File: src/rtl/hltm_pkg.sv
// Package with constants and carrier types for the hardware limit timer.
package hltm_pkg;

  // ----------------------------------------------------------------
  // Widths
  // ----------------------------------------------------------------
  localparam int HLTM_DW = 8;
  localparam int HLTM_AW = 2;
  localparam int HLTM_MW = 5;

  // ----------------------------------------------------------------
  // Register offsets
  // ----------------------------------------------------------------
  localparam logic [1:0] HLTM_OFS_COUNT = 2'h0;
  localparam logic [1:0] HLTM_OFS_PERIOD = 2'h1;
  localparam logic [1:0] HLTM_OFS_CTRL = 2'h2;
  localparam logic [1:0] HLTM_OFS_MODE = 2'h3;

  // ----------------------------------------------------------------
  // Field positions and reset values
  // ----------------------------------------------------------------
  localparam int HLTM_RUN_BIT = 7;
  localparam logic [7:0] HLTM_COUNT_RST = 8'h00;
  localparam logic [7:0] HLTM_PERIOD_RST = 8'hff;
  localparam logic [4:0] HLTM_MODE_RST = 5'h00;

  // ----------------------------------------------------------------
  // Timing: stages between a control input and its effect
  // ----------------------------------------------------------------
  localparam int HLTM_SYNC_CLKS = 2;

  // ----------------------------------------------------------------
  // Mode codes
  // ----------------------------------------------------------------
  localparam logic [4:0] HLTM_M_SWGATE = 5'h00;
  localparam logic [4:0] HLTM_M_GATE_HI = 5'h01;
  localparam logic [4:0] HLTM_M_GATE_LO = 5'h02;
  localparam logic [4:0] HLTM_M_ELIM_ANY = 5'h03;
  localparam logic [4:0] HLTM_M_ELIM_RISE = 5'h04;
  localparam logic [4:0] HLTM_M_ELIM_FALL = 5'h05;
  localparam logic [4:0] HLTM_M_LLIM_LO = 5'h06;
  localparam logic [4:0] HLTM_M_LLIM_HI = 5'h07;
  localparam logic [4:0] HLTM_M_OS_SW = 5'h08;
  localparam logic [4:0] HLTM_M_OS_RISE = 5'h09;
  localparam logic [4:0] HLTM_M_OS_FALL = 5'h0a;
  localparam logic [4:0] HLTM_M_OS_ANY = 5'h0b;
  localparam logic [4:0] HLTM_M_OSE_RISE = 5'h0c;
  localparam logic [4:0] HLTM_M_OSE_FALL = 5'h0d;
  localparam logic [4:0] HLTM_M_OSL_LO = 5'h0e;
  localparam logic [4:0] HLTM_M_OSL_HI = 5'h0f;
  localparam logic [4:0] HLTM_M_MONO_RISE = 5'h11;
  localparam logic [4:0] HLTM_M_MONO_FALL = 5'h12;
  localparam logic [4:0] HLTM_M_MONO_ANY = 5'h13;
  localparam logic [4:0] HLTM_M_OSH_LO = 5'h16;
  localparam logic [4:0] HLTM_M_OSH_HI = 5'h17;

  // ----------------------------------------------------------------
  // Carrier types
  // ----------------------------------------------------------------
  typedef struct packed {
    logic [HLTM_AW-1:0] addr;
    logic [HLTM_DW-1:0] wdata;
    logic wr;
    logic rd;
  } hltm_req_type;

endpackage

File: src/rtl/hltm_timer.sv
// Eight-bit period timer with hardware limit, one-shot and monostable modes.
// ------------------------------------------------------------------
// Overview of operation
// - Software gate: count up each clock while run set, hold while clear.
// - On count equal to period, clear next clock and keep counting from zero.
// - Hardware gate: 00001 stops while signal high, 00010 stops while low.
// - Edge limit: 00011 any edge, 00100 rising, 00101 falling resets count.
// - Level limit: reset while signal low for 00110, high for 00111.
// - Level limit modes 00110 and 00111 ignore the external signal while run is clear.
// - Level reset acts two clocks after the level; restart two after release.
// - Software one-shot 01000: period match resets count and clears run.
// - Software one-shot: clearing run pauses; setting run resumes two clocks later.
// - Edge one-shot: edge after run set starts; match clears run.
// - Edge one-shot: after run cleared, a fresh edge is needed to resume.
// - Edge limit one-shot: first edge starts, later edges reset count.
// - Edge limit one-shot: edges ignored until run set; match clears run.
// - Level-reset edge one-shot: hold reset at level; start on active edge.
// - Level-reset edge one-shot: match clears run; new edge needed after.
// - Monostable: edge after run set starts; counting stops at match.
// - Level limit one-shot: held at reset level; count when run and inactive.
// - Level limit one-shot: match clears run; stay reset until both conditions.
// - Run bit and external signal pass two clocks of delay before acting.
// - Monostable: after match the count stops at zero, run stays set.
// ------------------------------------------------------------------
//
// Added by the designer: the strobed register port and the register addresses.
`timescale 1ns/100ps

module hltm_timer
  import hltm_pkg::*;
(
  // Clock and reset.
  input wire logic clk,
  input wire logic rst_n,
  // Register port.
  input wire hltm_req_type bus_req,
  output logic [HLTM_DW-1:0] bus_rdata,
  // External reset/trigger pin.
  input wire logic ext_reset_signal,
  // Time base towards the capture_compare_unit.
  output logic [HLTM_DW-1:0] count_value,
  output logic [HLTM_DW-1:0] period_value,
  output logic period_match,
  output logic run_state
);

  // ----------------------------------------------------------------
  // Local decode helpers
  // ----------------------------------------------------------------

  // Selects an edge event from the two low mode bits: 1 rise, 2 fall, 3 any.
  function automatic logic sel_edge(
    input logic [1:0] sel,
    input logic rise,
    input logic fall
  );
    logic res;
    res = 1'b0;
    unique case (sel)
      2'h1: res = rise;
      2'h2: res = fall;
      2'h3: res = rise | fall;
      default: res = 1'b0;
    endcase
    return res;
  endfunction

  // True when the signal sits at the reset level; hi_lvl picks high.
  function automatic logic at_level(
    input logic hi_lvl,
    input logic sig
  );
    return hi_lvl ? sig : ~sig;
  endfunction

  // ----------------------------------------------------------------
  // Declarations
  // ----------------------------------------------------------------
  logic run_r;
  logic [HLTM_MW-1:0] mode_r;
  logic [HLTM_DW-1:0] count_r;
  logic [HLTM_DW-1:0] count_nxt;
  logic [HLTM_DW-1:0] period_r;
  logic [HLTM_DW-1:0] rdata_r;
  logic [HLTM_SYNC_CLKS-1:0] ext_pipe_r;
  logic [HLTM_SYNC_CLKS-1:0] run_pipe_r;
  logic ext_prev_r;
  logic armed_r;
  logic armed_nxt;
  logic match_r;
  logic ext_s;
  logic run_s;
  logic rise;
  logic fall;
  logic match;
  logic cnt_en;
  logic cnt_rst;
  logic hw_clr;
  logic sw_wr_ctrl;
  logic sw_set_run;

  // ----------------------------------------------------------------
  // Synchronisers
  // ----------------------------------------------------------------

  // The pin passes two flops; only the last stage is read by logic.
  always_ff @(posedge clk or negedge rst_n) begin
    if (!rst_n) begin
      ext_pipe_r <= '0;
    end else begin
      ext_pipe_r <= {ext_pipe_r[HLTM_SYNC_CLKS-2:0], ext_reset_signal};
    end
  end

  // Delayed copy of the synchronised signal for edge detection.
  always_ff @(posedge clk or negedge rst_n) begin
    if (!rst_n) begin
      ext_prev_r <= 1'b0;
    end else begin
      ext_prev_r <= ext_s;
    end
  end

  // The run bit is delayed by the same two clocks so both line up.
  // A hardware clear without a same-cycle software set empties the pipe so no stale run leaks through.
  always_ff @(posedge clk or negedge rst_n) begin
    if (!rst_n) begin
      run_pipe_r <= '0;
    end else if (hw_clr && !sw_set_run) begin
      run_pipe_r <= '0;
    end else begin
      run_pipe_r <= {run_pipe_r[HLTM_SYNC_CLKS-2:0], run_r};
    end
  end

  // Delayed views and edge events.
  assign ext_s = ext_pipe_r[HLTM_SYNC_CLKS-1];
  assign run_s = run_pipe_r[HLTM_SYNC_CLKS-1];
  assign rise = ext_s & ~ext_prev_r;
  assign fall = ~ext_s & ext_prev_r;
  assign match = (count_r == period_r);

  // ----------------------------------------------------------------
  // Register port writes
  // ----------------------------------------------------------------
  assign sw_wr_ctrl = bus_req.wr && (bus_req.addr == HLTM_OFS_CTRL);
  assign sw_set_run = sw_wr_ctrl && bus_req.wdata[HLTM_RUN_BIT];

  // Run bit: a software set in the same cycle beats a hardware clear.
  always_ff @(posedge clk or negedge rst_n) begin
    if (!rst_n) begin
      run_r <= 1'b0;
    end else if (sw_wr_ctrl) begin
      run_r <= bus_req.wdata[HLTM_RUN_BIT];
    end else if (hw_clr) begin
      run_r <= 1'b0;
    end
  end

  // Mode field; software keeps it steady while running.
  always_ff @(posedge clk or negedge rst_n) begin
    if (!rst_n) begin
      mode_r <= HLTM_MODE_RST;
    end else if (bus_req.wr && (bus_req.addr == HLTM_OFS_MODE)) begin
      mode_r <= bus_req.wdata[HLTM_MW-1:0];
    end
  end

  // Period value.
  always_ff @(posedge clk or negedge rst_n) begin
    if (!rst_n) begin
      period_r <= HLTM_PERIOD_RST;
    end else if (bus_req.wr && (bus_req.addr == HLTM_OFS_PERIOD)) begin
      period_r <= bus_req.wdata;
    end
  end

  // Read data stands in the cycle after the read strobe only.
  always_ff @(posedge clk or negedge rst_n) begin
    if (!rst_n) begin
      rdata_r <= '0;
    end else if (bus_req.rd) begin
      unique case (bus_req.addr)
        HLTM_OFS_COUNT: rdata_r <= count_r;
        HLTM_OFS_PERIOD: rdata_r <= period_r;
        HLTM_OFS_CTRL: rdata_r <= {run_r, 7'h00};
        HLTM_OFS_MODE: rdata_r <= {3'h0, mode_r};
      endcase
    end else begin
      rdata_r <= '0;
    end
  end

  // ----------------------------------------------------------------
  // Mode decode
  // ----------------------------------------------------------------

  // Works out counting, reset, arming and hardware clear of run.
  always_comb begin
    cnt_en = 1'b0;
    cnt_rst = 1'b0;
    hw_clr = 1'b0;
    armed_nxt = armed_r;
    unique case (mode_r)
      HLTM_M_SWGATE: begin
        cnt_en = run_s;
      end
      HLTM_M_GATE_HI, HLTM_M_GATE_LO: begin
        cnt_en = run_s & ~at_level(~mode_r[1], ext_s);
      end
      HLTM_M_ELIM_ANY, HLTM_M_ELIM_RISE, HLTM_M_ELIM_FALL: begin
        cnt_en = run_s;
        // Code 3 any, 4 rise, 5 fall mapped onto the edge selector.
        cnt_rst = run_s & sel_edge(mode_r[1:0] == 2'h3 ? 2'h3 :
                                   (mode_r[0] ? 2'h2 : 2'h1),
                                   rise, fall);
      end
      HLTM_M_LLIM_LO, HLTM_M_LLIM_HI: begin
        // The delayed level gives the two-clock reset and restart.
        cnt_rst = run_s & at_level(mode_r[0], ext_s);
        cnt_en = run_s;
      end
      HLTM_M_OS_SW: begin
        cnt_en = run_s;
        hw_clr = run_s & match;
      end
      HLTM_M_OS_RISE, HLTM_M_OS_FALL, HLTM_M_OS_ANY: begin
        if (!run_s) begin
          armed_nxt = 1'b0;
        end else if (sel_edge(mode_r[1:0], rise, fall)) begin
          armed_nxt = 1'b1;
        end
        cnt_en = run_s & armed_r;
        hw_clr = cnt_en & match;
      end
      HLTM_M_OSE_RISE, HLTM_M_OSE_FALL: begin
        if (!run_s) begin
          armed_nxt = 1'b0;
        end else if (sel_edge(mode_r[0] ? 2'h2 : 2'h1, rise, fall)) begin
          armed_nxt = 1'b1;
          cnt_rst = armed_r;
        end
        cnt_en = run_s & armed_r;
        hw_clr = cnt_en & match;
      end
      HLTM_M_OSL_LO, HLTM_M_OSL_HI: begin
        cnt_rst = at_level(mode_r[0], ext_s);
        if (!run_s) begin
          armed_nxt = 1'b0;
        end else if (sel_edge(mode_r[0] ? 2'h2 : 2'h1, rise, fall)) begin
          armed_nxt = 1'b1;
        end
        cnt_en = run_s & armed_r & ~cnt_rst;
        hw_clr = cnt_en & match;
      end
      HLTM_M_MONO_RISE, HLTM_M_MONO_FALL, HLTM_M_MONO_ANY: begin
        if (!run_s) begin
          armed_nxt = 1'b0;
        end else if (armed_r && match) begin
          armed_nxt = 1'b0;
        end else if (sel_edge(mode_r[1:0], rise, fall)) begin
          armed_nxt = 1'b1;
        end
        cnt_en = run_s & armed_r;
      end
      HLTM_M_OSH_LO, HLTM_M_OSH_HI: begin
        cnt_rst = at_level(mode_r[0], ext_s);
        cnt_en = run_s & ~cnt_rst;
        hw_clr = cnt_en & match;
      end
      default: begin
        cnt_en = 1'b0;
      end
    endcase
  end

  // Arming state for the edge-started modes.
  always_ff @(posedge clk or negedge rst_n) begin
    if (!rst_n) begin
      armed_r <= 1'b0;
    end else begin
      armed_r <= armed_nxt;
    end
  end

  // ----------------------------------------------------------------
  // Counter
  // ----------------------------------------------------------------

  // Software write first, then external reset, then wrap, then increment.
  always_comb begin
    count_nxt = count_r;
    if (bus_req.wr && (bus_req.addr == HLTM_OFS_COUNT)) begin
      count_nxt = bus_req.wdata;
    end else if (cnt_rst) begin
      count_nxt = HLTM_COUNT_RST;
    end else if (cnt_en && match) begin
      count_nxt = HLTM_COUNT_RST;
    end else if (cnt_en) begin
      count_nxt = count_r + 8'h01;
    end
  end

  // Count register.
  always_ff @(posedge clk or negedge rst_n) begin
    if (!rst_n) begin
      count_r <= HLTM_COUNT_RST;
    end else begin
      count_r <= count_nxt;
    end
  end

  // One-cycle pulse in the clock that wraps the count.
  always_ff @(posedge clk or negedge rst_n) begin
    if (!rst_n) begin
      match_r <= 1'b0;
    end else begin
      match_r <= cnt_en & match & ~cnt_rst;
    end
  end

  // ----------------------------------------------------------------
  // Outputs
  // ----------------------------------------------------------------
  assign bus_rdata = rdata_r;
  assign count_value = count_r;
  assign period_value = period_r;
  assign period_match = match_r;
  assign run_state = run_r;

endmodule

File: config.mk
export PLATFORM = sky130hd
export DESIGN_NAME = hltm_timer
export DESIGN_NICKNAME = d
export VERILOG_FILES = /design/src/rtl/hltm_pkg.sv /design/src/rtl/hltm_timer.sv
export SDC_FILE = /design/constraint.sdc
export NUM_CORES = 1
export LEC_CHECK = 0
export ABC_AREA = 1
export BUFFER_PORTS_ARGS = -buffer_cell sky130_fd_sc_hd__buf_4
export CELL_PAD_IN_SITES_DETAIL_PLACEMENT = 1
export CELL_PAD_IN_SITES_GLOBAL_PLACEMENT = 1
export CORE_MARGIN = 8
export CORE_UTILIZATION = 40
export DETAILED_ROUTE_END_ITERATION = 8
export GPL_ROUTABILITY_DRIVEN = 0
export GPL_TIMING_DRIVEN = 0
export PLACE_DENSITY = 0.83
export REMOVE_ABC_BUFFERS = 1
export SLEW_MARGIN = 5
export SYNTH_ARGS = -nofsm -noshare
export SYNTH_HDL_FRONTEND = slang
export SYNTH_SLANG_ARGS = --single-unit
File: constraint.sdc
create_clock -name clk -period 1.9 [get_ports clk]
set_input_delay 0.19 -clock clk [delete_from_list [all_inputs] [get_ports clk]]
set_output_delay 0.19 -clock clk [all_outputs]
set_load 0.05 [all_outputs]
# --- After elaboration in Yosys (flattened, before gate mapping) ---
# Cells that the tools add are included.
totals:
  in_bits: 15
  reg_bits: 37
  ram_bits: 0
  rom_bits: 0
  out_inout_bits: 26
  mem_count: 0
  latchBits: 0
op_classes:
  n_mux: 40
  add_sub_neg: 1
  div: 0
  n_shift: 0
  reduce_logical: 27
  bitwise: 20
  n_eq_ne: 37
  multipliers: 0
  n_lt_le_gt_ge: 0
ops:
  columns: ["cell", "count"]
  rows:
  - ["$eq A5 B4 Y1 const B", 8]
  - ["$mux W8", 5]
  - ["$pmux W8 S4", 1]
  - ["$eq A5 B5 Y1 const B", 5]
  - ["$mux W1", 24]
  - ["$eq A5 B3 Y1 const B", 4]
  - ["$eq A2 B2 Y1 const B", 8]
  - ["$and A1 B1 Y1", 14]
  - ["$pmux W1 S4", 3]
  - ["$eq A5 B2 Y1 const B", 2]
  - ["$reduce_or A2 Y1", 5]
  - ["$ne A3 B3 Y1 const B", 3]
  - ["$pmux W1 S3", 3]
  - ["$reduce_or A3 Y1", 3]
  - ["$add A8 B1 Y8 const B", 1]
  - ["$eq A2 B1 Y1 const B", 4]
  - ["$eq A8 B8 Y1", 1]
  - ["$logic_and A1 B1 Y1", 8]
  - ["$reduce_bool A4 Y1", 2]
  - ["$reduce_or A8 Y1", 1]
  - ["$reduce_or A7 Y1", 1]
  - ["$mux W2", 3]
  - ["$eq A5 B1 Y1 const B", 1]
  - ["$logic_not A5 Y1", 1]
  - ["other kinds (10)", 14]

# --- Longest topological paths before layout ---
# Gate-level depths: netlist of the first run.
depth:
  ltp_word: 11
  mapped_depth: 14
  ltp_nobuf: 13

# --- Worst setup path after synthesis of the first run ---
# OpenSTA, ideal clock, no wires.
synth_timing:
  path_kind: "reg-to-reg"
  start: "register count_r[0] (netlist: count_value[0])"
  end: "register count_r[7] (netlist: count_value[7])"
  synth_period_minus_slack_ps: 1839
  setup_time_ps: 78
  setup_slack_ps: 61
  arrival_ps: 1761
  path_buffers: 0
  stages_incl_launch_ff: 11
  cell_sequence: "dfrtp_1 inv_1 nor3_1 nand3_1 nor2_1 nand2_1 nand2_1 nand2_1 nor2_1 nand2_1 a21oi_1"
synth_between:
  elab_chain_cells: 5
  word_cells_on_any_way: 8
  cone_classes: "1 x add/sub; 1 x eq/ne; 4 x mux; 2 x reduce/logical"
synth_rtl:
  columns: ["item", "line", "rtl"]
  rows:
  - ["start, declared", "hltm_timer.sv:81", "logic [HLTM_DW-1:0] count_r;"]
  - ["start signal, assigned", "hltm_timer.sv:309", "count_r <= count_nxt;"]
  - ["$add A8 B1 Y8 / $eq A8 B8 Y1 (equally long branches)", "hltm_timer.sv:300, hltm_timer.sv:141", null]
  - ["$mux W8 / $logic_and A1 B1 Y1 (equally long branches)", "hltm_timer.sv:299, hltm_timer.sv:297", null]
  - ["$mux W8", "hltm_timer.sv:297", "end else if (cnt_en && match) begin"]
  - ["$mux W8", "hltm_timer.sv:295", "end else if (cnt_rst) begin"]
  - ["$mux W8", "hltm_timer.sv:293", "if (bus_req.wr && (bus_req.addr == HLTM_OFS_COUNT)) begin"]
# Several ways; a longest one is shown, not always the timed one. The select of a mux whose other input is x is not followed.
# A chain may end at the register's enable or synchronous reset.

# --- Worst setup path in the final report of the first run ---
layout_timing:
  start: "register mode_r[0]"
  end: "register count_r[4] (netlist: count_value[4])"
layout_between:
  elab_chain_cells: 10
  word_cells_on_any_way: 59
  cone_classes: "27 x eq/ne; 15 x mux; 5 x bitwise; 12 x reduce/logical"
layout_rtl:
  columns: ["item", "line", "rtl"]
  rows:
  - ["start, declared", "hltm_timer.sv:80", "logic [HLTM_MW-1:0] mode_r;"]
  - ["start signal, assigned", "hltm_timer.sv:165", "mode_r <= bus_req.wdata[HLTM_MW-1:0];"]
  - ["$mux W2", "hltm_timer.sv:215, hltm_timer.sv:239", null]
  - ["$eq A2 B2 Y1 / $eq A2 B1 Y1 (equally long branches)", "hltm_timer.sv:59", "unique case (sel)"]
  - ["$pmux W1 S3", "hltm_timer.sv:59", null]
  - ["$mux W1", "hltm_timer.sv:237", "if (!run_s) begin"]
  - ["$mux W1", "hltm_timer.sv:204", "unique case (mode_r)"]
  - ["$mux W1", "hltm_timer.sv:239", "end else if (sel_edge(mode_r[0] ? 2'h2 : 2'h1, rise, fall)) begin"]
  - ["$mux W1", "hltm_timer.sv:237", null]
  - ["$pmux W1 S4", "hltm_timer.sv:204", null]
  - ["$mux W8", "hltm_timer.sv:295", null]
  - ["$mux W8", "hltm_timer.sv:293", null]
# Several ways; a longest one is shown, not always the timed one. The select of a mux whose other input is x is not followed.

==> results of run 1 <==
metal layers:
metal | part of all wire | routed length [um]
met1 | 0.42 | 3100
met2 | 0.53 | 3960
met3 | 0.029 | 215
met4 | 0.023 | 174
met5 | 0 | 0
stage by stage:
step,utilization,instances,setup WS [ns]
5_1_grt,0.532,432,-0.0839
3_5_place_dp,0.476,411,-0.143
3_3_place_gp,0.476,411,-0.0424
2_1_floorplan,-,299,0.0354
6_report,0.532,432,0.00600
4_1_cts,0.510,426,0.0227
repair_timing:
item	4_1_cts	5_1_grt
hold buffers	2	0
endpoints found under the hold margin	30	0
endpoints found under the setup margin	9	12
pin swaps	1	10
gates resized for setup	5	29
setup buffers	5	6
Yosys cell counts, types with 3 or more instances:
master / number / share of area
nand2_1: 69 / 0.11
nor2_1: 41 / 0.067
inv_1: 35 / 0.058
dfrtp_1: 29 / 0.32
o21ai_0: 23 / 0.050
nand3_1: 22 / 0.048
a21oi_1: 13 / 0.029
nor3_1: 10 / 0.022
dfstp_2: 8 / 0.092
xnor2_1: 6 / 0.023
xor2_1: 6 / 0.023
clkbuf_1: 4 / 0.0066
nor2_2: 4 / 0.011
nor2_4: 4 / 0.020
a221oi_1: 3 / 0.012
ha_1: 3 / 0.016
inv_2: 3 / 0.0049
path summary, 6_finish.rpt:
| kind | start | depth (start not counted) | to | slack, ns |
|---|---|---|---|---|
| setup / recovery | mode_r[0]$_DFFE_PN0P_ | 11 | count_value[4]$_DFFE_PN0P_ | 0.006 |
| hold / removal | bus_req[7] | 3 | period_value[5]$_DFFE_PN1P_ | 0.15 |
| setup reg to reg | mode_r[0]$_DFFE_PN0P_ | 11 | count_value[4]$_DFFE_PN0P_ | 0.006 |
| hold reg to reg | ext_pipe_r[0]$_DFF_PN0_ | 0 | ext_pipe_r[1]$_DFF_PN0_ | 0.35 |
| max in group asynchronous | rst_n | 2 | period_value[7]$_DFFE_PN1P_ | 1.14 |
| min in group asynchronous | rst_n | 2 | mode_r[2]$_DFFE_PN0P_ | 0.39 |
state kept, by name (all words and copies together), names as in the netlist:
| register | flops |
|---|---|
| bus_rdata | 8 |
| count_value | 8 |
| period_value | 8 |
| mode_r | 5 |
| ext_pipe_r | 2 |
| run_pipe_r | 2 |
| armed_r | 1 |
| ext_prev_r | 1 |
| period_match | 1 |
| run_state | 1 |
layout make-up:
class	instances	area (sq um)	share of cell area
multi-input combinational	223	1220	0.415
sequential	37	942	0.322
timing repair buffer	53	410	0.140
inverter	39	151	0.0517
tap	72	90.1	0.0307
clock buffer	6	82.6	0.0282
clock inverter	2	37.5	0.0128
report_power, final:
group	internal [mW]	total [mW]	leakage, nW	switching [mW]
sequential	0.981	1.30	0.434	0.314
clock	0.427	0.733	0.0574	0.306
combinational	0.673	1.88	0.983	1.21
total	2.08	3.91	1.47	1.83
worst max-delay path, stage by stage, from the launching register on:
cell and delay, ns:
dfrtp_2 0.52, nor2_4 0.08, buf_4 0.15, nand3_1 0.07
nand2_1 0.05, nor2_1 0.10, nand3_1 0.14, nand2_2 0.12
nand2_4 0.11, nor2_4 0.26, nor2_1 0.08, a21oi_1 0.13
kinds of logic (layout without fill, tap and decap cells):
family	count (synthesis)	after routing
AND/OR/NAND/NOR	162	162
adder cells (fa/ha/maj)	3	3
XOR/XNOR	12	12
AO/OA/AOI/OAI	46	46
buffers and inverters	47	100
flip-flops	37	37
==> flow_summary_export.csv, run 1 <==
group,metric,value,unit
drt,wl_per_cell,17.2,um
floorplanning,fp.dieW,91.5,um
drt,drc,0,
placed_design,port_buffers,40,
power,leakage,1.47,nW
global_route,grt_pass1_wl,11500,um
global_route,grt-ovfl-total,0,
synth,yosysWarnings,0,
floorplanning,ios,41,
sta,worstMarginPinSlew,0.518,ns
setup_path,required,2.12,ns
setup_path,end_kind,"flop",
global_route,top_usage_layer,"met2",
clocking,clkTransAtPathRegs,0.09,ns
drt,routed_wl,7440,um
placed_design,place_hpwl,5160,um
synth,synthesis.area,2280,sq um
cells_and_area,n_antenna_cell,0,
placed_design,place_area,2620,sq um
synth,yosys_most_used_dff,"dfrtp_1",
synth,synthMuxAreaShare,0,
cells_and_area,fillers,713,
synth,synth.distinct_cells,34,
drt,drtIter0Drc,87,
setup_path,path_class,"reg -> reg",
cells_and_area,final_cell_mix,"66 x nand2_1, 49 x buf_4, 35 x nor2_1",
power,powerDensity,1330,nW/um^2
floorplanning,core,5510,sq um
clocking,cts_sinks,37,
cells_and_area,drive_above_1_share,0.308,
setup_path,worstPathArrival,2.11,ns
synth,synth_simple_gate_area_frac,0.326,
synth,synth_edf_count,0,
drt,num_vias,2298,
sta,min_period,1.89,ns
power,total_power,3.91,mW
floorplanning,row_count,27,
sta,whs,0.147,ns
sta,maxSlewHeadroom,0.654,
synth,synth.avg_cell_area,7.43,sq um
floorplanning,start_util,0.414,
global_route,grtUsageTotal,0.169,
synth,synthAdderAreaFrac,0.0164,
clocking,clock-root-buffer,"clkbuf_8",
global_route,met1_usage,0.192,
global_route,grt_antenna_before_repair,0,
global_route,grt_util_met2,0.301,
global_route,grtUsageMet3,0.0337,
global_route,grt_pass1_vias,2373,
clocking,cts_tree,"yes",
min_path,hold_class,"in -> reg",
flow_run,maxCapViolCount,0,
sta,rsz0062_at_grt,"yes",
synth,yosysSeqAreaShare,0.410,
synth,synth_compound_area_frac,0.113,
drt,viasPerCell,5.32,
synth,synth_xor_area_frac,0.0461,
sta,hold_viol,0,
floorplanning,die_area,8380,sq um
power,ir_drop,0.780,mV
clocking,cts-buffers-inserted,5,
global_route,grt_max_degree,38,
clocking,max-clock-path-buffers,2,
synth,postSynth.asyncResetShare,1.00,
cells_and_area,layout.cells.most_common,"nand2_1",
setup_path,startpoint_type,"flop",
sta,timing.setup.tns,0,ns
synth,syn_inst,307,
setup_path,cp_max_fo,8,
sta,fin_skew,0.0153,ns
cells_and_area,area_delta_synth_final,28.4,%
synth,ys_ff_latch,37,
sta,period_share,0.997,
clocking,htreeDepth,2,
floorplanning,die_y,91.5,um
drt,dr.pass1.iters,4,
cells_and_area,nets,377,
synth,synth_top_family_by_area,"simple AND/OR/NAND/NOR gates",
sta,fmax,0.528,GHz
outcome,status,"finished, final reports clean",
sta,setup_viol,0,
drt,ant_nets,0,
cells_and_area,fin_area,2930,sq um
clocking,worstSkewPairLatency,0.30,ns
sta,slew_violations,0,
(Power assumes the default switching activity.)
==> run 2: changes to the inputs <==
--- a/config.mk
+++ b/config.mk
@@ -6,7 +6,7 @@
 export NUM_CORES = 1
 export LEC_CHECK = 0
 export ABC_AREA = 1
-export BUFFER_PORTS_ARGS = -buffer_cell sky130_fd_sc_hd__buf_4
+export BUFFER_PORTS_ARGS = -buffer_cell sky130_fd_sc_hd__buf_2
 export CELL_PAD_IN_SITES_DETAIL_PLACEMENT = 1
 export CELL_PAD_IN_SITES_GLOBAL_PLACEMENT = 1
 export CORE_MARGIN = 8
==> run 2 against run 1 <==
Against the previous run: power decreased by 6.1%; via count decreased by 2.4%; die area stayed put; final cell count grew 0.46%; critical endpoint unchanged; largest cell class unchanged; highest routed layer unchanged.
==> flow_summary_export.csv, run 2 (synthesis gave the netlist of run 1 again) <==
group,metric,value,unit
outcome,status,"finished, final reports clean",
sta,worstMarginPinSlew,0.853,ns
floorplanning,die_area,8380,sq um
placed_design,dp_slack,-0.124,ns
setup_path,worstPathArrival,2.06,ns
sta,fin_skew,0.00702,ns
flow_run,maxCapViolCount,0,
global_route,grt-ovfl-total,0,
placed_design,place_hpwl,5090,um
min_path,hold_class,"in -> async",
power,powerDensity,1300,nW/um^2
power,leakage,1.45,nW
floorplanning,ios,41,
floorplanning,die_y,91.5,um
drt,ant_nets,0,
global_route,grt_antenna_before_repair,0,
drt,wl_per_cell,16.2,um
global_route,grt_pass1_wl,11400,um
placed_design,place_inst,411,
global_route,grt_max_degree,38,
setup_path,startpoint_type,"flop",
sta,period_share,0.969,
cells_and_area,final_cell_mix,"69 x nand2_1, 40 x buf_2, 34 x nor2_1",
sta,hold_viol,0,
sta,setup_ws,0.0589,ns
sta,min_period,1.84,ns
cells_and_area,multiInputGateArea,1210,sq um
cells_and_area,area_delta_synth_final,23.3,%
clocking,cts_tree,"yes",
cells_and_area,nets,379,
setup_path,required,2.12,ns
cells_and_area,fin_area,2810,sq um
setup_path,path_class,"reg -> reg",
sta,maxSlewHeadroom,0.431,
clocking,max-clock-path-buffers,2,
clocking,cts_sinks,37,
global_route,grt_pass1_vias,2373,
sta,timing.setup.tns,0,ns
setup_path,cp_max_fo,10,
floorplanning,start_util,0.414,
cells_and_area,fillers,708,
floorplanning,row_count,27,
drt,routed_wl,7010,um
power,ir_drop,0.866,mV
cells_and_area,final_cells,434,
drt,viasPerCell,5.17,
sta,fmax,0.543,GHz
drt,drc,0,
cells_and_area,layout.cells.most_common,"nand2_1",
sta,rsz0062_at_grt,"yes",
sta,setup_viol,0,
cells_and_area,drive_above_1_share,0.301,
sta,whs,0.00250,ns
cells_and_area,regArea,941,sq um
drt,num_vias,2243,
clocking,worstSkewPairLatency,0.29,ns
placed_design,place_area,2520,sq um
clocking,clock-root-buffer,"clkbuf_8",
floorplanning,fp.dieW,91.5,um
setup_path,end_kind,"flop",
clocking,clkTransAtPathRegs,0.08,ns
drt,dr.pass1.iters,4,
clocking,cts-buffers-inserted,5,
floorplanning,core,5510,sq um
placed_design,port_buffers,40,
cells_and_area,n_antenna_cell,0,
clocking,htreeDepth,2,
drt,drtIter0Drc,57,
global_route,grtUsageTotal,0.165,
sta,slew_violations,0,
## run 2: cell types whose count changed in the layout (fill, tap and decap cells not counted), sizes merged
| cell | delta |
|---|---|
| buf | +3 |
| bufinv | -1 |
| clkbuf | +1 |
| clkinv | +1 |
| clkinvlp | -1 |
| dlygate4sd3 | -1 |
## run 2: power by group
group	total (mW)	switching [mW]	internal, mW	leakage, nW
clock	0.611	0.283	0.328	0.0542
sequential	1.29	0.311	0.981	0.435
combinational	1.77	1.18	0.589	0.964
## run 2: worst paths after layout
| check | startpoint | end | slack [ns] | cells after the start |
|---|---|---|---|---|
| max in group asynchronous | rst_n | mode_r[1]$_DFFE_PN0P_ | 1.31 | 1 |
| min | rst_n | mode_r[0]$_DFFE_PN0P_ | 0.003 | 1 |
| min in group clk | bus_req[7] | period_value[5]$_DFFE_PN1P_ | 0.14 | 3 |
| min reg2reg | ext_pipe_r[0]$_DFF_PN0_ | ext_pipe_r[1]$_DFF_PN0_ | 0.35 | 0 |
| max | mode_r[0]$_DFFE_PN0P_ | count_value[4]$_DFFE_PN0P_ | 0.06 | 11 |
| max reg2reg | mode_r[0]$_DFFE_PN0P_ | count_value[4]$_DFFE_PN0P_ | 0.06 | 11 |
## run 2: worst max-delay path, stage by stage (launching register included)
cell	delay, ns
dfrtp_2	0.49
nor2_4	0.19
inv_1	0.09
nand3_2	0.08
nand2_1	0.07
nand2_1	0.08
nand2_1	0.06
nand2_1	0.10
nand2_4	0.13
nor2_4	0.25
nor2_1	0.08
a21oi_1	0.14
## run 2: layer usage
metal,GRT usage,wire [um]
met1,0.187,2880
met2,0.298,3830
met3,0.0329,211
met4,0.0600,88
met5,0,0
## run 2: repair_timing
item	in CTS	in global routing
endpoints found under the hold margin	1	0
pin swaps	1	10
endpoints found under the setup margin	9	12
hold buffers	1	0
setup buffers	5	9
gates cloned	0	0
gates resized for setup	2	25
## run 2: metrics by stage
| step | util | total power, mW |
|---|---|---|
| final | 0.511 | 3.67 |
| after global routing | 0.511 | 3.92 |
| after CTS | 0.485 | 3.55 |
| after detailed placement | 0.458 | 2.91 |
| after global placement | 0.458 | 2.83 |
| after floorplan | - | 2.46 |
## run 2: final cells by class
type	instances	area share
clock inverters	1	0.00178
inverters	39	0.0529
repair buffers	55	0.116
well taps	72	0.0320
clock buffers	7	0.0342
multi-input cells	223	0.429
flip-flops and latches	37	0.334
==> run 3: changes to the inputs <==
--- a/config.mk
+++ b/config.mk
@@ -5,16 +5,15 @@
 export SDC_FILE = /design/constraint.sdc
 export NUM_CORES = 1
 export LEC_CHECK = 0
-export ABC_AREA = 1
 export BUFFER_PORTS_ARGS = -buffer_cell sky130_fd_sc_hd__buf_2
 export CELL_PAD_IN_SITES_DETAIL_PLACEMENT = 1
 export CELL_PAD_IN_SITES_GLOBAL_PLACEMENT = 1
 export CORE_MARGIN = 8
-export CORE_UTILIZATION = 40
+export CORE_UTILIZATION = 44
 export DETAILED_ROUTE_END_ITERATION = 8
 export GPL_ROUTABILITY_DRIVEN = 0
 export GPL_TIMING_DRIVEN = 0
-export PLACE_DENSITY = 0.83
+export PLACE_DENSITY = 0.84
 export REMOVE_ABC_BUFFERS = 1
 export SLEW_MARGIN = 5
 export SYNTH_ARGS = -nofsm -noshare
==> run 3 against run 2 <==
Against the previous run: the run now ends with hold timing, setup timing left; setup slack got worse by 0.37 ns; maximum frequency decreased by 17%; sequential share of layout area decreased by 2.6 points; critical path type unchanged; global-route usage increased by 3.2 points; final area increased by 9.2%; first-iteration DRC count increased by 140%; non-clock buffer count increased by 11; hold slack got worse by 0.017 ns; flip-flop and latch count unchanged; via count decreased by 0.71%; synthesized cell count decreased by 22%.
==> flow_summary_export.csv, run 3 <==
group,metric,value,unit
clocking,cts_tree,"yes",
synth,ys_top_cells_by_area,"dfrtp_1 30%, dfstp_2 8.7%, mux2_2 6.0%",
outcome,status,"finished with violations",
power,seqPwrFrac,0.360,
power,p_int,1.79,mW
setup_path,cp_slowest_cell,"dfrtp_2",
sta,rsz0062_at_grt,"yes",
drt,routed_wl,8230,um
sta,period_share,1.16,
synth,syn_inst,240,
power,leakage,1.29,nW
synth,yosys_most_used_dff,"dfrtp_1",
setup_path,critPathTopFamily,"compound AO/OA/AOI/OAI gates",
min_path,hold_class,"in -> async",
placed_design,port_buffers,40,
setup_path,path_buf_inv,2,
setup_path,r2r_cells,8,
clocking,max-clock-path-buffers,2,
sta,worstMarginPinSlew,0.834,ns
sta,setup_ws,-0.307,ns
clocking,htreeDepth,2,
drt,wl_per_cell,22.2,um
cells_and_area,drive_above_1_share,0.478,
setup_path,cp_max_fo,5,
synth,synth.avg_cell_area,10.1,sq um
cells_and_area,multiInputGateArea,1500,sq um
sta,min_period,2.21,ns
power,total_power,3.31,mW
drt,dr.pass1.iters,4,
drt,ant_nets,0,
cells_and_area,layout.cells.most_common,"buf_2",
setup_path,r2r_setup_slack,-0.31,ns
drt,drc,0,
sta,whs,-0.0146,ns
setup_path,reg2reg_to,"count_value[7]$_DFFE_PN0P_",
floorplanning,ios,41,
synth,synth.top_cell.area_share,0.300,
global_route,grt_antenna_before_repair,0,
sta,setup_viol,9,
setup_path,crit_start,"ext_pipe_r[1]$_DFF_PN0_",
clocking,worstSkewPairLatency,0.29,ns
setup_path,required,2.10,ns
synth,netlist_top_cells_count,"34 x nand2_1, 29 x dfrtp_1, 13 x mux2_2, 11 x o21ai_0",
global_route,grt_pass1_vias,2356,
clocking,clock-root-buffer,"clkbuf_8",
setup_path,startpoint_type,"flop",
power,power.switching_fraction,0.459,
floorplanning,start_util,0.448,
power,ir_drop,0.875,mV
setup_path,path_class,"reg -> reg",
placed_design,place_area,2620,sq um
global_route,grt_pass1_wl,13000,um
floorplanning,row_count,27,
setup_path,worstPathArrival,2.41,ns
clocking,cts-buffers-inserted,5,
cells_and_area,area_delta_synth_final,26.9,%
sta,fin_skew,0.00856,ns
floorplanning,fp.dieW,90.2,um
cells_and_area,n_antenna_cell,0,
global_route,grtUsageTotal,0.197,
synth,synth_edf_count,0,
drt,viasPerCell,6.00,
outcome,violations,"hold timing, setup timing",
placed_design,dp_slack,-0.904,ns
setup_path,max_stage_delay,0.42,ns
placed_design,place_inst,338,
drt,num_vias,2227,
synth,synth_most_common_cell,"nand2_1",
floorplanning,die_y,90.2,um
cells_and_area,final_cells,371,
setup_path,crit_chain,"inv_2 -> ha_4 -> or3b_4 -> a2111oi_2 -> o32a_2 -> buf_12 -> o31ai_2 -> a221oi_2",
clocking,cts_sinks,37,
synth,synth.distinct_cells,56,
setup_path,critPathCapture,"count_value[7]$_DFFE_PN0P_",
power,power.share.combinational,0.476,
floorplanning,core,5410,sq um
drt,drtIter0Drc,139,
synth,yosysWarnings,0,
synth,postSynth.asyncResetShare,1.00,
synth,ys_ff_latch,37,
power,powerDensity,1080,nW/um^2
global_route,grt-ovfl-total,0,
cells_and_area,fin_area,3070,sq um
flow_run,maxCapViolCount,0,
cells_and_area,regArea,947,sq um
sta,slew_violations,0,
sta,hold_viol,6,
setup_path,reg2reg_from,"ext_pipe_r[1]$_DFF_PN0_",
synth,yosysTopAreaCell,"dfrtp_1",
sta,fmax,0.453,GHz
setup_path,path_depth,8,
sta,maxSlewHeadroom,0.444,
cells_and_area,fillers,610,
power,p_clk_frac,0.164,
cells_and_area,final_cell_mix,"41 x buf_2, 34 x nand2_1, 21 x buf_4",
cells_and_area,nets,316,
power,p_switching,1.52,mW
floorplanning,die_area,8140,sq um
synth,synthesis.area,2420,sq um
synth,yosysSeqAreaShare,0.386,
clocking,clkTransAtPathRegs,0.08,ns
setup_path,end_kind,"flop",
placed_design,place_hpwl,5120,um
global_route,grt_max_degree,38,
==> run 3: worst min-delay path by stage <==
| stage | start | to | slack, ns | depth (start not counted) |
|---|---|---|---|---|
| after global placement | ext_reset_signal | ext_pipe_r[0]$_DFF_PN0_ | 0.30 | 1 |
| after global routing | rst_n | count_value[6]$_DFFE_PN0P_ | 0.07 | 1 |
| after CTS | rst_n | count_value[3]$_DFFE_PN0P_ | 0.02 | 1 |
| after floorplan | rst_n | armed_r$_DFFE_PN0P_ | -0.11 | 0 |
| after detailed placement | ext_reset_signal | ext_pipe_r[0]$_DFF_PN0_ | 0.30 | 1 |
| final | rst_n | count_value[3]$_DFFE_PN0P_ | -0.01 | 1 |
==> run 3: area by class of cell <==
cell class,count,share of cell area
sequential,37,0.308
clock inverter,2,0.00326
timing repair buffer,66,0.135
tap,72,0.0293
inverter,10,0.0122
clock buffer,6,0.0236
multi-input combinational,178,0.488
==> run 3: power groups by stage <==
stage               logic (mW)  registers [mW]  clock network [mW]
CTS                       1.38            1.19               0.549
global route              1.66            1.21               0.578
finish                    1.58            1.19               0.542
floorplan                0.535            1.46                   0
detailed placement        1.15            1.23                   0
global placement          1.11            1.21                   0
==> run 3: metrics by stage <==
stage          utilization  setup TNS (ns)  hold WS, ns
2_1_floorplan            -           -4.82       -0.106
3_3_place_gp         0.482          -11.17        0.297
3_5_place_dp         0.484           -9.34        0.301
4_1_cts              0.542           -2.05       0.0169
5_1_grt              0.569           -2.82       0.0702
6_report             0.569           -2.26      -0.0146
==> run 3: worst register-to-register path, stage by stage, from the launching register on <==
cell	delay [ns]
dfrtp_2	0.42
inv_2	0.08
ha_4	0.20
or3b_4	0.39
a2111oi_2	0.30
o32a_2	0.28
buf_12	0.14
o31ai_2	0.08
a221oi_2	0.22
==> run 3: metal layers <==
metal | part of all wire | vias to the layer above | GRT usage
li1 | - | 992 | -
met1 | 0.43 | 1132 | 0.247
met2 | 0.50 | 88 | 0.328
met3 | 0.053 | 15 | 0.0366
met4 | 0.022 | 0 | 0.0749
met5 | 0 | - | 0
==> run 3: kinds of logic after synthesis <==
| logic type | Yosys count | synth area share |
|---|---|---|
| compound gates | 50 | 0.184 |
| xor+xnor | 9 | 0.0325 |
| fa+ha+maj | 3 | 0.0155 |
| buf+inv | 25 | 0.0599 |
| flops | 37 | 0.386 |
| mux | 23 | 0.102 |
| simple gates | 93 | 0.220 |
==> run 3: what timing repair did <==
| item | CTS | global route |
|---|---|---|
| pin swaps | 10 | 8 |
| setup buffers | 14 | 10 |
| setup endpoints to repair | 13 | 13 |
| gates resized for setup | 22 | 17 |
| endpoints found under the hold margin | 1 | 0 |
| hold buffers | 1 | 0 |
